==> config.mk <==
export PLATFORM = sky130hd
export DESIGN_NAME = ws_state_swap
export DESIGN_NICKNAME = d
export VERILOG_FILES = /design/src/verilog/ws_pkg.sv /design/src/verilog/ws_state_swap.sv
export VERILOG_INCLUDE_DIRS = /design/src /design/src/verilog
export SDC_FILE = /design/constraint.sdc
export NUM_CORES = 1
export LEC_CHECK = 0
export BUFFER_PORTS_ARGS = -buffer_cell sky130_fd_sc_hd__buf_2
export CELL_PAD_IN_SITES_DETAIL_PLACEMENT = 0
export CELL_PAD_IN_SITES_GLOBAL_PLACEMENT = 1
export CORE_MARGIN = 2
export CORE_UTILIZATION = 43
export CTS_CLUSTER_SIZE = 40
export DETAILED_ROUTE_END_ITERATION = 10
export PLACE_DENSITY = 0.89
export RECOVER_POWER = 25
export SLEW_MARGIN = 0
export SYNTH_ARGS = -nofsm -noshare
export SYNTH_HDL_FRONTEND = slang
export SYNTH_SLANG_ARGS = --single-unit
==> constraint.sdc <==
create_clock -name clk -period 6.24 [get_ports clk]
set_input_delay 0.936 -clock clk [delete_from_list [all_inputs] [get_ports clk]]
set_output_delay 0.936 -clock clk [all_outputs]
set_load 0.01 [all_outputs]
==> src/verilog/ws_state_swap_cfg.svh <==
// Offsets, masks, reset defaults and limits of the world-switch swap engine
`ifndef WS_STATE_SWAP_CFG_SVH
`define WS_STATE_SWAP_CFG_SVH
`define WS_GUEST_BASE 12'h000
`define WS_HOST_BASE 12'h400
`define WS_LAST_OFF 12'h268
`define WS_OFF_STEP 12'h008
`define WS_OFF_PRIV 12'h0C8
`define WS_OFF_PAT 12'h268
`define WS_OFF_DR7 12'h160
`define WS_OFF_DR6 12'h168
`define WS_BE_ALL 8'hFF
`define WS_BE_GUEST_PRIV 8'h0C
`define WS_BE_HOST_PRIV 8'h08
`define WS_DEF_DR7 64'h0000_0000_0000_0400
`define WS_DEF_DR6 64'h0000_0000_FFFF_0FF0
`define WS_DEF_OTHER 64'h0000_0000_0000_0000
`endif

==> src/verilog/ws_pkg.sv <==
// Types of the world-switch swap engine
package ws_pkg;
   typedef enum logic [2:0] {
      CAT_RSV = 3'h0,
      CAT_A = 3'h1,
      CAT_B = 3'h2,
      CAT_C = 3'h3,
      CAT_G = 3'h4
   } ws_cat_type;

   typedef enum logic [5:0] {
      ST_IDLE = 6'h01,
      ST_PICK = 6'h02,
      ST_SAVE = 6'h04,
      ST_LOAD = 6'h08,
      ST_ADV = 6'h10,
      ST_DONE = 6'h20
   } ws_fsm_type;

   typedef struct packed {
      logic req;
      logic we;
      logic [63:0] addr;
      logic [7:0] be;
      logic [63:0] wdata;
   } ws_mem_type;

   typedef struct packed {
      logic [8:0] idx;
      logic we;
      logic [7:0] be;
      logic [63:0] wdata;
   } ws_reg_type;

   typedef struct packed {
      ws_fsm_type state;
      ws_cat_type cat;
      logic exitDir;
      logic toHost;
      logic saveDone;
      logic [11:0] off;
      logic [51:0] guestPg;
      logic [51:0] hostPg;
      ws_mem_type mem;
      ws_reg_type rf;
      logic busy;
      logic done;
   } ws_state_type;
endpackage : ws_pkg

==> src/verilog/ws_state_swap.sv <==
// World-switch state swap engine for encrypted-state guests
// Function
// - With encrypted guests enabled the guest save structure starts at byte zero of its page.
// - On entry, first-category fields save the host value to the host area, then load the guest.
// - On exit, first-category fields save the guest value, then restore the host value.
// - Second-category fields load the guest on entry, and on exit save guest then reload host.
// - Third-category fields load the guest on entry, and on exit save guest then reset the host.
// - The host save area has the guest layout but is based at byte 0x400 of the host page.
// - The privilege-level byte at 0xCB is swapped for guest and host; the guest side also carries byte 0xCA.
// - The page-attribute-table field at 0x268 is swapped for the guest only.
`include "ws_state_swap_cfg.svh"

module ws_state_swap
   import ws_pkg::*;
(
   input wire logic clk,
   input wire logic rstn,
   input wire logic esEnable,
   input wire logic startEntry,
   input wire logic startExit,
   input wire logic [51:0] guestPagePtr,
   input wire logic [51:0] hostPagePtr,
   output ws_mem_type memOut,
   input wire logic memAck,
   input wire logic [63:0] memRdata,
   output ws_reg_type regOut,
   input wire logic [63:0] regRdata,
   output logic busy,
   output logic done
);

   ws_state_type q;
   ws_state_type d;

   // Category fixed by offset alone; reserved holes give CAT_RSV
   function automatic ws_cat_type catOf(input logic [11:0] off);
      ws_cat_type c;
      c = CAT_RSV;
      if (off < 12'h0A0) begin
         unique case (off[7:4])
            4'h4, 4'h5, 4'h7, 4'h9: c = CAT_B;
            default: c = CAT_A;
         endcase
      end else if (off <= 12'h0C0) c = CAT_B;
      else if (off == `WS_OFF_PRIV || off == 12'h0D0) c = CAT_A;
      else if (off == 12'h140) c = CAT_B;
      else if (off >= 12'h148 && off <= 12'h158) c = CAT_A;
      else if (off == `WS_OFF_DR7 || off == `WS_OFF_DR6 || off == 12'h240) c = CAT_C;
      else if (off == 12'h170 || off == 12'h178) c = CAT_A;
      else if (off >= 12'h180 && off <= 12'h1B8) c = CAT_B;
      else if (off >= 12'h1D8 && off <= 12'h1F8) c = CAT_A;
      else if (off >= 12'h200 && off <= 12'h238) c = CAT_B;
      else if (off == `WS_OFF_PAT) c = CAT_G;
      return c;
   endfunction : catOf

   // Host side of the privilege qword carries only the current-level byte
   function automatic logic [7:0] beOf(input logic [11:0] off, input logic host);
      logic [7:0] be;
      be = `WS_BE_ALL;
      if (off == `WS_OFF_PRIV) be = host ? `WS_BE_HOST_PRIV : `WS_BE_GUEST_PRIV;
      return be;
   endfunction : beOf

   function automatic logic [63:0] addrOf(input logic [51:0] pg, input logic [11:0] off,
                                          input logic host);
      logic [11:0] base;
      base = host ? `WS_HOST_BASE : `WS_GUEST_BASE;
      return {pg, 12'(base + off)};
   endfunction : addrOf

   function automatic logic [63:0] defaultOf(input logic [11:0] off);
      logic [63:0] v;
      v = `WS_DEF_OTHER;
      if (off == `WS_OFF_DR7) v = `WS_DEF_DR7;
      else if (off == `WS_OFF_DR6) v = `WS_DEF_DR6;
      return v;
   endfunction : defaultOf

   always_comb begin
      d = q;
      d.rf.we = 1'b0;
      d.done = 1'b0;
      unique case (q.state)
         ST_IDLE: begin
            // Only encrypted-state switches are handled here
            if ((startEntry || startExit) && esEnable) begin
               d.exitDir = !startEntry;
               d.guestPg = guestPagePtr;
               d.hostPg = hostPagePtr;
               d.off = `WS_GUEST_BASE;
               d.busy = 1'b1;
               d.state = ST_PICK;
            end
         end
         ST_PICK: begin
            d.cat = catOf(q.off);
            d.rf.idx = q.off[11:3];
            d.saveDone = 1'b0;
            if (catOf(q.off) == CAT_RSV) begin
               d.state = ST_ADV;
            end else if (q.exitDir || catOf(q.off) == CAT_A) begin
               d.toHost = !q.exitDir;
               d.state = ST_SAVE;
            end else begin
               d.toHost = 1'b0;
               d.state = ST_LOAD;
            end
         end
         ST_SAVE: begin
            if (!q.mem.req) begin
               d.mem.req = 1'b1;
               d.mem.we = 1'b1;
               d.mem.addr = addrOf(q.toHost ? q.hostPg : q.guestPg, q.off, q.toHost);
               d.mem.be = beOf(q.off, q.toHost);
               d.mem.wdata = regRdata;
            end else if (memAck) begin
               d.mem.req = 1'b0;
               d.mem.we = 1'b0;
               d.saveDone = 1'b1;
               if (!q.exitDir) begin
                  d.toHost = 1'b0;
                  d.state = ST_LOAD;
               end else if (q.cat == CAT_A || q.cat == CAT_B) begin
                  d.toHost = 1'b1;
                  d.state = ST_LOAD;
               end else if (q.cat == CAT_C) begin
                  d.rf.we = 1'b1;
                  d.rf.be = `WS_BE_ALL;
                  d.rf.wdata = defaultOf(q.off);
                  d.state = ST_ADV;
               end else begin
                  d.state = ST_ADV;
               end
            end
         end
         ST_LOAD: begin
            if (!q.mem.req) begin
               d.mem.req = 1'b1;
               d.mem.we = 1'b0;
               d.mem.addr = addrOf(q.toHost ? q.hostPg : q.guestPg, q.off, q.toHost);
               d.mem.be = beOf(q.off, q.toHost);
            end else if (memAck) begin
               d.mem.req = 1'b0;
               d.rf.we = 1'b1;
               d.rf.be = beOf(q.off, q.toHost);
               d.rf.wdata = memRdata;
               d.state = ST_ADV;
            end
         end
         ST_ADV: begin
            if (q.off == `WS_LAST_OFF) d.state = ST_DONE;
            else begin
               d.off = 12'(q.off + `WS_OFF_STEP);
               d.state = ST_PICK;
            end
         end
         ST_DONE: begin
            d.busy = 1'b0;
            d.done = 1'b1;
            d.state = ST_IDLE;
         end
      endcase
   end

   always_ff @(posedge clk or negedge rstn) begin
      if (!rstn) q <= '{state: ST_IDLE, cat: CAT_RSV, default: '0};
      else q <= d;
   end

   assign memOut = q.mem;
   assign regOut = q.rf;
   assign busy = q.busy;
   assign done = q.done;

   // Guest accesses stay in the low quarter of the guest page
   a_guest_base: assert property (@(posedge clk) disable iff (!rstn)
      (q.mem.req && !q.toHost) |->
         (q.mem.addr[63:12] == q.guestPg && q.mem.addr[11:0] < `WS_HOST_BASE))
      else $error("guest access outside guest structure");

   a_host_base: assert property (@(posedge clk) disable iff (!rstn)
      (q.mem.req && q.toHost) |->
         (q.mem.addr[63:12] == q.hostPg && q.mem.addr[11:0] == 12'(q.off + `WS_HOST_BASE)))
      else $error("host access not at host base plus offset");

   a_entry_order: assert property (@(posedge clk) disable iff (!rstn)
      (q.rf.we && !q.exitDir && q.cat == CAT_A) |-> (q.saveDone && $past(memAck)))
      else $error("guest load before host save");

   a_exit_restore: assert property (@(posedge clk) disable iff (!rstn)
      (q.rf.we && q.exitDir && q.cat == CAT_A) |-> (q.saveDone && q.toHost))
      else $error("host restore without guest save");

   a_nosave_host: assert property (@(posedge clk) disable iff (!rstn)
      (q.mem.req && q.mem.we && q.toHost) |-> (!q.exitDir && q.cat == CAT_A))
      else $error("host save for wrong category");

   a_reset_default: assert property (@(posedge clk) disable iff (!rstn)
      (q.rf.we && q.exitDir && q.cat == CAT_C) |->
         (q.saveDone && q.rf.wdata == defaultOf(q.off) && $past(q.state) == ST_SAVE))
      else $error("third-category host value not reset default");

   a_priv_byte: assert property (@(posedge clk) disable iff (!rstn)
      (q.mem.req && q.off == `WS_OFF_PRIV) |->
         (q.mem.be == (q.toHost ? `WS_BE_HOST_PRIV : `WS_BE_GUEST_PRIV)))
      else $error("privilege byte mask wrong");

   a_pat_guest: assert property (@(posedge clk) disable iff (!rstn)
      (q.off == `WS_OFF_PAT && q.state != ST_IDLE) |-> !(q.mem.req && q.toHost))
      else $error("page attribute field used in host area");

   a_no_reserved: assert property (@(posedge clk) disable iff (!rstn)
      (q.mem.req || q.rf.we) |-> (catOf(q.off) != CAT_RSV && q.cat == catOf(q.off)))
      else $error("reserved range accessed");

   // Second-category exit reloads the host copy only after the guest save
   a_exit_reload: assert property (@(posedge clk) disable iff (!rstn)
      (q.rf.we && q.exitDir && q.cat == CAT_B) |-> (q.saveDone && q.toHost))
      else $error("second-category host reload without guest save");

endmodule : ws_state_swap

==> flow_metrics.env, run 1 <==
export IMPL_leakage_uw=0.00895
export IMPL_synth_cells=1345
export IMPL_overflow=0
export IMPL_min_period_over_period=0.523
export IMPL_critical_path_endpoint_type="flip-flop"
export IMPL_drv_cap=0
export IMPL_io_buffers=459
export IMPL_multi_input_area_um2=5040
export IMPL_timing_slew_headroom=0.306
export IMPL_synth_edf_count=0
export IMPL_nNetsFinal=1800
export IMPL_worstPathCellList="or4_1 > nor4b_2 > buf_4 > o21ai_1 > nor3_1 > nand2_1 > xor2_1 > nor2_1"
export IMPL_dp_hpwl_um=25100
export IMPL_grt_usage=0.184
export IMPL_fmax_ghz=0.306
export IMPL_ys_types=58
export IMPL_syn_avg_cell_area_um2=11.4
export IMPL_cp_max_fo=79
export IMPL_fillerInstances=3179
export IMPL_rsz0062_at_grt="false"
export IMPL_r2r_end="q[334]$_DFFE_PN0P_"
export IMPL_worst_hold_path_type="input pin to asynchronous set/reset pin"
export IMPL_drtIter0Drc=376
export IMPL_p_per_area_nw_per_um2=432
export IMPL_fp_dieH_um=193
export IMPL_yosys_top_cells_area="dfrtp_1 54%, mux2_2 14%, buf_4 11%"
export IMPL_critical_path_class="flip-flop to flip-flop"
export IMPL_cts_setup_buffers=0
export IMPL_cts_root_buf="clkbuf_16"
export IMPL_cts_tree="built"
export IMPL_clock_sinks=334
export IMPL_viasPerCell=4.97
export IMPL_post_place_ws_ps=2640
export IMPL_cts_resized=0
export IMPL_gp_congestion=0.816
export IMPL_grt_pass1_wl_um=53900
export IMPL_period_needed_ps=3270
export IMPL_drive_above_1_share=0.457
export IMPL_synth_top_area_cell="dfrtp_1"
export IMPL_synth_fp_nets=1587
export IMPL_yosysMostFrequentCell="dfrtp_1"
export IMPL_tightestPinTransition_ps=1040
export IMPL_cp_required_ps=6630
export IMPL_async_flop_share=1.00
export IMPL_rows=69
export IMPL_ir_worst_vdd_mv=0.258
export IMPL_hold_violations=0
export IMPL_htreeDepth=2
export IMPL_setup_ws_ps=2970
export IMPL_drcViolationCount=0
export IMPL_die_x_um=193
export IMPL_drt_pass1_iter_count=4
export IMPL_stdcell_count=2049
export IMPL_path_clk_slew_ps=60
export IMPL_routed_wl_um=35900
export IMPL_postCtsHoldBufs=0
export IMPL_finClkSkew_ps=25.6
export IMPL_final_core_util=0.496
export IMPL_final_antenna_net_count=0
export IMPL_ioPinCount=460
export IMPL_drv_slew=0
export IMPL_antenna_found_initial=10
export IMPL_cp_slowest_cell="buf_4"
export IMPL_synth_top_area_frac=0.542
export IMPL_insertion_delay_ps=550
export IMPL_r2r_setup_slack_ps=2970
export IMPL_setup_viol=0
export IMPL_vias=10200
export IMPL_regArea_um2=8360
export IMPL_cts_made_buffers=37
export IMPL_grt_pass1_vias=10100
export IMPL_cp_data_arrival_time_ps=3660
export IMPL_slowest_delay_ps=770
export IMPL_ys_warn_count=0
export IMPL_core_area_um2=35400
export IMPL_synth_commonest_cells="333 x dfrtp_1, 221 x buf_4, 186 x mux2_2, 130 x nand2_1, 96 x o21ai_0"
export IMPL_wl_per_cell_um=17.5
export IMPL_initial_utilization=0.434
export IMPL_grt_max_degree=175
export IMPL_timing_hold_ws_ps=366
export IMPL_cts_buffer_depth=3
export IMPL_synth_seq_area_share=0.544
export IMPL_dp_cells=1980
export IMPL_synth_area_um2=15400
export IMPL_area_delta_synth_final_pct=14.2
export IMPL_synth_ff_type="dfrtp_1"
export IMPL_critPathLaunchType="flip-flop"
export IMPL_ys_seq_elements=334
export IMPL_dieArea_um2=37300
export IMPL_fin_tns_setup_ps=0
export IMPL_status="finished, final reports clean"
export IMPL_reg2regPathDepth=8
export IMPL_r2r_start="q[346]$_DFFE_PN0P_"
## critical path, delay by kind of cell (launching register included)
kind | cells | cell delay, ps
AND/OR/NAND/NOR | 5 | 1390
flip-flops | 1 | 470
buffers and inverters | 1 | 770
XOR/XNOR | 1 | 150
AO/OA/AOI/OAI | 1 | 230
## state kept, by name, indices dropped and copies added, names as in the netlist
signal  cells
memOut    131
q         124
regOut     77
busy        1
done        1
## routing by layer
metal	global-route usage	up-vias	wire (um)
met3	0.0878	64	3960
met1	0.214	4958	14100
met2	0.301	367	17000
met5	0	-	80
met4	0.0568	12	803
li1	-	4779	-
## report_power, final
| part | switching [uW] | leakage [uW] | internal [uW] | total (uW) |
|---|---|---|---|---|
| clock network | 869 | 0.000546 | 1210 | 2070 |
| registers | 405 | 0.00426 | 2810 | 3210 |
| logic | 1250 | 0.00415 | 1040 | 2290 |
## cells by family after synthesis
group / share of synthesized area
flip-flops: 0.544
buffers and inverters: 0.131
AND/OR/NAND/NOR: 0.0782
multiplexers: 0.171
AO/OA/AOI/OAI: 0.0667
XOR/XNOR: 0.00627
adder cells (fa/ha/maj): 0.00326
## worst max path at each step
stage | from | to | slack [ps] | depth (start not counted)
detailed placement | startEntry | q[293]$_DFFE_PN0P_ | 2640 | 6
global placement | startEntry | q[286]$_DFFE_PN0P_ | 2710 | 6
CTS | q[346]$_DFFE_PN0P_ | q[293]$_DFFE_PN0P_ | 2920 | 5
global route | q[346]$_DFFE_PN0P_ | q[334]$_DFFE_PN0P_ | 2660 | 8
floorplan | q[337]$_DFFE_PN0P_ | q[339]$_DFFE_PN0P_ | 3860 | 9
finish | q[346]$_DFFE_PN0P_ | q[334]$_DFFE_PN0P_ | 2970 | 8
## cell type report
cell class | count | share of cell area
Antenna cell | 5 | 0.000713
Clock inverter | 7 | 0.00520
Sequential cell | 334 | 0.476
Multi-Input combinational cell | 709 | 0.287
Tap cell | 461 | 0.0329
Inverter | 7 | 0.00150
Timing Repair Buffer | 469 | 0.136
Clock buffer | 57 | 0.0599
## stage by stage
stage,power (uW),area [um^2]
floorplan,5320,15400
global placement,5490,16400
detailed placement,5570,16400
CTS,7700,17500
global route,8080,17500
finish,7570,17600
## placed cells by master, fill, tap and decap left out, types with 3 or more instances in the layout
cell type  count
buf_2        457
dfrtp_1      332
mux2_2       186
nand2_1      130
o21ai_0       96
nor2_1        72
a21oi_1       65
mux2i_1       52
clkbuf_16     37
clkbuf_1      16
buf_4          9
inv_1          7
nand3_1        7
nand3b_1       6
nor3_1         6
xor2_1         6
diode_2        5
xnor2_1        5
o21ai_1        5
clkbuf_8       5
nor4_1         4
nand2b_1       4
or3_1          4
a31oi_1        4
ha_1           4
and3_1         3
or4_1          3
and3b_1        3
nor2b_1        3
o22ai_1        3
Note: power is estimated with default switching activity, not from simulation.
==> run 2, diff against run 1 <==
--- a/config.mk
+++ b/config.mk
@@ -6,14 +6,15 @@
 export SDC_FILE = /design/constraint.sdc
 export NUM_CORES = 1
 export LEC_CHECK = 0
+export ABC_AREA = 1
 export BUFFER_PORTS_ARGS = -buffer_cell sky130_fd_sc_hd__buf_2
 export CELL_PAD_IN_SITES_DETAIL_PLACEMENT = 0
 export CELL_PAD_IN_SITES_GLOBAL_PLACEMENT = 1
 export CORE_MARGIN = 2
-export CORE_UTILIZATION = 43
+export CORE_UTILIZATION = 39
 export CTS_CLUSTER_SIZE = 40
 export DETAILED_ROUTE_END_ITERATION = 10
-export PLACE_DENSITY = 0.89
+export PLACE_DENSITY = 0.85
 export RECOVER_POWER = 25
 export SLEW_MARGIN = 0
 export SYNTH_ARGS = -nofsm -noshare
==> constraint.sdc (replaced) <==
create_clock -name clk -period 3.3 [get_ports clk]
set_input_delay 0.495 -clock clk [delete_from_list [all_inputs] [get_ports clk]]
set_output_delay 0.495 -clock clk [all_outputs]
set_load 0.01 [all_outputs]
==> run 2 against run 1 <==
The run now ends with max-capacitance violations, max-slew violations left; first-iteration DRC count rose by 110%; cell count increased by 16%; synthesized area shrank 1.1%; critical endpoint is now q[307]$_DFFE_PN0P_; clock skew shrank 3.4 ps; critical path type unchanged; routed wire length is 10% higher.
==> flow_metrics.env, run 2 <==
export IMPL_status="finished with violations"
export IMPL_violations="max-capacitance violations, max-slew violations"
export IMPL_drt_pass1_iter_count=5
export IMPL_viasPerCell=4.72
export IMPL_ir_worst_vdd_mv=0.380
export IMPL_cp_max_fo=89
export IMPL_clock_sinks=334
export IMPL_dp_hpwl_um=27800
export IMPL_wl_per_cell_um=16.6
export IMPL_leakage_uw=0.00930
export IMPL_die_x_um=201
export IMPL_r2r_end="q[307]$_DFFE_PN0P_"
export IMPL_dieArea_um2=40500
export IMPL_critPathLaunchType="flip-flop"
export IMPL_grt_pass1_wl_um=61700
export IMPL_min_period_over_period=0.758
export IMPL_synth_edf_count=0
export IMPL_synth_ff_type="dfrtp_1"
export IMPL_cts_made_buffers=38
export IMPL_insertion_delay_ps=550
export IMPL_cp_data_arrival_time_ps=2980
export IMPL_ys_types=40
export IMPL_drv_cap=1
export IMPL_stdcell_count=2383
export IMPL_antenna_found_initial=17
export IMPL_synth_cells=1603
export IMPL_drive_above_1_share=0.341
export IMPL_synth_fp_nets=1845
export IMPL_setup_viol=0
export IMPL_fin_tns_setup_ps=0
export IMPL_synth_top_area_cell="dfrtp_1"
export IMPL_r2r_setup_slack_ps=800
export IMPL_syn_avg_cell_area_um2=9.48
export IMPL_r2r_start="q[346]$_DFFE_PN0P_"
export IMPL_final_core_util=0.457
export IMPL_finClkSkew_ps=22.2
export IMPL_worst_hold_path_type="input pin to flip-flop"
export IMPL_initial_utilization=0.394
export IMPL_drtIter0Drc=806
export IMPL_path_clk_slew_ps=70
export IMPL_synth_area_um2=15200
export IMPL_period_needed_ps=2500
export IMPL_cts_tree="built"
export IMPL_cts_resized=0
export IMPL_gp_congestion=0.850
export IMPL_cts_setup_buffers=0
export IMPL_htreeDepth=2
export IMPL_synth_commonest_cells="520 x nand2_1, 333 x dfrtp_1, 224 x buf_4, 100 x nor2_1, 64 x mux2_2"
export IMPL_drv_slew=30
export IMPL_final_antenna_net_count=0
export IMPL_io_buffers=459
export IMPL_routed_wl_um=39500
export IMPL_ys_seq_elements=334
export IMPL_cts_buffer_depth=3
export IMPL_critPathLaunch="q[346]$_DFFE_PN0P_"
export IMPL_cts_root_buf="clkbuf_16"
export IMPL_critical_path_endpoint_type="flip-flop"
export IMPL_nNetsFinal=2070
export IMPL_reg2regPathDepth=9
export IMPL_grt_usage=0.192
export IMPL_fmax_ghz=0.400
export IMPL_synth_seq_area_share=0.550
export IMPL_rsz0062_at_grt="false"
export IMPL_synth_top_area_frac=0.549
export IMPL_layout_common_cells="519 x nand2_1, 458 x buf_2, 332 x dfrtp_1"
export IMPL_yosys_top_cells_area="dfrtp_1 55%, nand2_1 13%, buf_4 11%"
export IMPL_mostFrequentLayoutCell="nand2_1"
export IMPL_cp_required_ps=3780
export IMPL_fp_dieH_um=201
export IMPL_grt_pass1_vias=10900
export IMPL_rows=72
export IMPL_dp_cells=2305
export IMPL_overflow=0
export IMPL_timing_slew_headroom=-0.114
export IMPL_largest_reg_flops=131
export IMPL_ioPinCount=460
export IMPL_async_flop_share=1.00
export IMPL_tightestPinTransition_ps=1670
export IMPL_critical_path_class="flip-flop to flip-flop"
export IMPL_drcViolationCount=0
export IMPL_crit_path_end="q[307]$_DFFE_PN0P_"
export IMPL_grt_max_degree=90
export IMPL_p_per_area_nw_per_um2=862
export IMPL_area_delta_synth_final_pct=16.1
export IMPL_ys_warn_count=0
export IMPL_vias=11200
export IMPL_core_area_um2=38600
export IMPL_hold_violations=0
export IMPL_yosysMostFrequentCell="nand2_1"
==> run 2: final cells by class <==
class | instances | area, um^2
inverters | 50 | 190
flip-flops and latches | 334 | 8360
diodes | 8 | 20.0
clock inverters | 11 | 130
clock buffers | 58 | 1130
multi-input cells | 925 | 4650
fillers | 3744 | 20900
repair buffers | 479 | 2510
well taps | 518 | 648
==> run 2: worst min-delay path by stage <==
| stage | end | depth (start not counted) | start |
|---|---|---|---|
| after floorplan | busy$_DFFE_PN0P_ | 0 | rstn |
| after global placement | regOut[67]$_DFFE_PN0P_ | 1 | regOut[67]$_DFFE_PN0P_ |
| after detailed placement | regOut[67]$_DFFE_PN0P_ | 1 | regOut[67]$_DFFE_PN0P_ |
| after CTS | q[238]$_DFFE_PN0P_ | 3 | hostPagePtr[16] |
| after global routing | q[238]$_DFFE_PN0P_ | 3 | hostPagePtr[16] |
| final | q[238]$_DFFE_PN0P_ | 3 | hostPagePtr[16] |
==> run 2: what timing repair did <==
item | in CTS | in global routing
endpoints found under the setup margin | 0 | 0
hold endpoints to repair | 39 | 0
hold buffers | 1 | 0
==> run 2: cell families (layout without fill, tap and decap cells) <==
| family | count (synthesis) | after routing | synth area share |
|---|---|---|---|
| AO/OA/AOI/OAI | 170 | 170 | 0.0721 |
| XOR/XNOR | 1 | 1 | 0.000577 |
| adder cells (fa/ha/maj) | 4 | 4 | 0.00329 |
| buffers and inverters | 344 | 598 | 0.146 |
| flip-flops | 334 | 334 | 0.550 |
| multiplexers | 64 | 64 | 0.0474 |
| other | 0 | 8 | 0 |
| AND/OR/NAND/NOR | 686 | 686 | 0.181 |
==> run 2: layer usage <==
layer  track usage  wire (um)
met1         0.243      16500
met3        0.0693       3410
met5             0         92
met2         0.306      18700
met4        0.0641        822
==> run 2: power breakdown <==
group | total [uW] | leakage [uW] | switching, uW | internal, uW
clock network | 4210 | 0.000616 | 1680 | 2520
logic | 4790 | 0.00445 | 2780 | 2010
registers | 6200 | 0.00423 | 768 | 5430
total | 15200 | 0.00930 | 5230 | 9960
==> run 2: critical path, cell delays in order (launching register included) <==
cell	delay, ps
dfrtp_1	390
inv_1	110
nand2_1	110
inv_1	70
nand4_1	180
nor2_4	190
buf_4	280
buf_4	740
nand2_1	160
nand2_1	110
==> run 2: through the flow <==
| stage | power (uW) | hold slack (ps) | setup WS [ps] | cell area, um^2 |
|---|---|---|---|---|
| after global placement | 11000 | 448 | 827 | 16400 |
| after floorplan | 10500 | 199 | 1440 | 15200 |
| after global routing | 16100 | 125 | 406 | 17600 |
| after detailed placement | 11100 | 454 | 723 | 16400 |
| final | 15200 | 141 | 799 | 17600 |
| after CTS | 15400 | 105 | 774 | 17600 |
==> run 3, diff against run 2 <==
--- a/config.mk
+++ b/config.mk
@@ -11,10 +11,10 @@
 export CELL_PAD_IN_SITES_DETAIL_PLACEMENT = 0
 export CELL_PAD_IN_SITES_GLOBAL_PLACEMENT = 1
 export CORE_MARGIN = 2
-export CORE_UTILIZATION = 39
+export CORE_UTILIZATION = 35
 export CTS_CLUSTER_SIZE = 40
 export DETAILED_ROUTE_END_ITERATION = 10
-export PLACE_DENSITY = 0.85
+export PLACE_DENSITY = 0.81
 export RECOVER_POWER = 25
 export SLEW_MARGIN = 0
 export SYNTH_ARGS = -nofsm -noshare
==> constraint.sdc (replaced) <==
create_clock -name clk -period 2.3 [get_ports clk]
set_input_delay 0.345 -clock clk [delete_from_list [all_inputs] [get_ports clk]]
set_output_delay 0.345 -clock clk [all_outputs]
set_load 0.01 [all_outputs]
==> run 3 against run 2 <==
Critical path depth up 4; clock power up 51%; setup slack lost 590 ps; worst hold slack got worse by 110 ps; power is 47% higher; the flow now finishes without violations; sequential cell count unchanged; clock skew fell by 11 ps; via count grew 4.5%; sequential power rose by 44%; global-route usage fell by 1.5 points.
==> flow_metrics.env, run 3 (same netlist as run 2, synthesis figures left out) <==
export IMPL_dieArea_um2=45100
export IMPL_p_sw_frac=0.337
export IMPL_antenna_found_initial=4
export IMPL_fillerInstances=4170
export IMPL_largest_reg_flops=131
export IMPL_drv_slew=0
export IMPL_grt_pass1_vias=11900
export IMPL_nNetsFinal=2183
export IMPL_holdPathStages=3
export IMPL_hold_violations=0
export IMPL_p_int_uw=14800
export IMPL_cp_required_ps=2720
export IMPL_dp_hpwl_um=29100
export IMPL_grt_max_degree=106
export IMPL_htreeDepth=2
export IMPL_timing_hold_ws_ps=27.3
export IMPL_insertion_delay_ps=530
export IMPL_whs_endpoint="q[299]$_DFFE_PN0P_"
export IMPL_pwr_share_clk=0.285
export IMPL_r2r_start="q[329]$_DFFE_PN0P_"
export IMPL_drv_cap=0
export IMPL_area_delta_synth_final_pct=24.4
export IMPL_period_needed_ps=2090
export IMPL_fin_tns_setup_ps=0
export IMPL_drcViolationCount=0
export IMPL_cts_buffer_depth=3
export IMPL_status="finished, final reports clean"
export IMPL_drive_above_1_share=0.335
export IMPL_clock_sinks=334
export IMPL_critical_path_endpoint_type="flip-flop"
export IMPL_critical_path_class="flip-flop to flip-flop"
export IMPL_rows=76
export IMPL_critPathLaunchType="flip-flop"
export IMPL_layout_common_cells="519 x nand2_1, 459 x buf_2, 331 x dfrtp_1"
export IMPL_leakage_uw=0.00984
export IMPL_cts_root_buf="clkbuf_16"
export IMPL_drtIter0Drc=688
export IMPL_r2r_end="q[339]$_DFFE_PN0P_"
export IMPL_finClkSkew_ps=11.6
export IMPL_setup_viol=0
export IMPL_overflow=0
export IMPL_p_sw_uw=7530
export IMPL_combPwrFrac=0.316
export IMPL_r2r_setup_slack_ps=210
export IMPL_final_antenna_net_count=0
export IMPL_ir_worst_vdd_mv=0.533
export IMPL_cp_max_fo=9
export IMPL_gp_congestion=0.894
export IMPL_detailed_place_area_um2=16700
export IMPL_min_from="guestPagePtr[25]"
export IMPL_p_per_area_nw_per_um2=1180
export IMPL_tightestPinTransition_ps=1180
export IMPL_cts_tree="built"
export IMPL_mostFrequentLayoutCell="nand2_1"
export IMPL_cts_made_buffers=39
export IMPL_routed_wl_um=40900
export IMPL_io_buffers=459
export IMPL_core_area_um2=43000
export IMPL_fmax_ghz=0.479
export IMPL_die_x_um=212
export IMPL_grt_pass1_wl_um=62700
export IMPL_drt_pass1_iter_count=5
export IMPL_vias=11800
export IMPL_initial_utilization=0.353
export IMPL_finish_instance_area_um2=18900
export IMPL_ioPinCount=460
export IMPL_timing_slew_headroom=0.216
export IMPL_worst_hold_path_type="input pin to flip-flop"
export IMPL_grt_usage=0.177
export IMPL_wl_per_cell_um=16.0
export IMPL_cp_data_arrival_time_ps=2510
export IMPL_path_clk_slew_ps=60
export IMPL_viasPerCell=4.61
export IMPL_final_core_util=0.440
export IMPL_fp_dieH_um=212
export IMPL_min_period_over_period=0.908
export IMPL_pwr_share_seq=0.399
export IMPL_reg2regPathDepth=13
-- run 3: final cells by class --
| class | count | area (um^2) | share of cell area |
|---|---|---|---|
| repair buffers | 591 | 3620 | 0.192 |
| inverters | 50 | 190 | 0.0101 |
| multi-input cells | 925 | 4650 | 0.246 |
| diodes | 1 | 2.50 | 0.000132 |
| clock inverters | 11 | 161 | 0.00854 |
| flip-flops and latches | 334 | 8360 | 0.443 |
| clock buffers | 54 | 1170 | 0.0622 |
| well taps | 585 | 732 | 0.0387 |
-- run 3: how the worst max path moves through the flow --
stage,start,to,slack [ps]
after floorplan,q[329]$_DFFE_PN0P_,q[339]$_DFFE_PN0P_,440
after global placement,q[329]$_DFFE_PN0P_,q[339]$_DFFE_PN0P_,230
after detailed placement,q[344]$_DFFE_PN1P_,memOut[67]$_DFFE_PN0P_,200
after CTS,q[344]$_DFFE_PN1P_,memOut[67]$_DFFE_PN0P_,180
after global routing,q[329]$_DFFE_PN0P_,q[339]$_DFFE_PN0P_,-0.1
final,q[329]$_DFFE_PN0P_,q[339]$_DFFE_PN0P_,210
-- run 3: timing repair --
action	CTS	global route
setup buffers	0	3
endpoints found under the hold margin	139	0
resized for setup	0	1
hold buffers	88	0
endpoints found under the setup margin	0	3
-- run 3: power by group through the flow --
stage	clock network (uW)	registers (uW)	logic, uW
after floorplan	0	8680	6370
after global placement	0	8920	6920
after detailed placement	0	9010	7030
after CTS	6580	8930	7170
after global routing	6840	9150	7830
final	6370	8930	7060
-- run 3: critical path, cell delays in order, from the launching register on --
cell and delay, ps:
dfrtp_2 470, ha_1 260, inv_1 160, nand2_1 90
nand3_1 80, nand2_1 70, nor2_1 90, nand3_1 80
a21boi_2 190, nand4_2 160, nor2_2 150, nor2_1 50
nand3_1 60, nand2_1 50
-- run 3: layer usage --
metal  vias to the layer above  routed length, um  GRT usage
li1                       5634                  -          -
met1                      5638              17100      0.219
met2                       412              19700      0.297
met3                        63               3240     0.0468
met4                         4                925     0.0627
met5                         -                 27          0
-- run 3: metrics by stage --
step | power, uW | setup WS, ps | std cells
2_1_floorplan | 15000 | 444 | 1603
3_3_place_gp | 15800 | 230 | 2394
3_5_place_dp | 16000 | 197 | 2394
4_1_cts | 22700 | 179 | 2547
5_1_grt | 23800 | -0.129 | 2551
6_report | 22400 | 212 | 2551
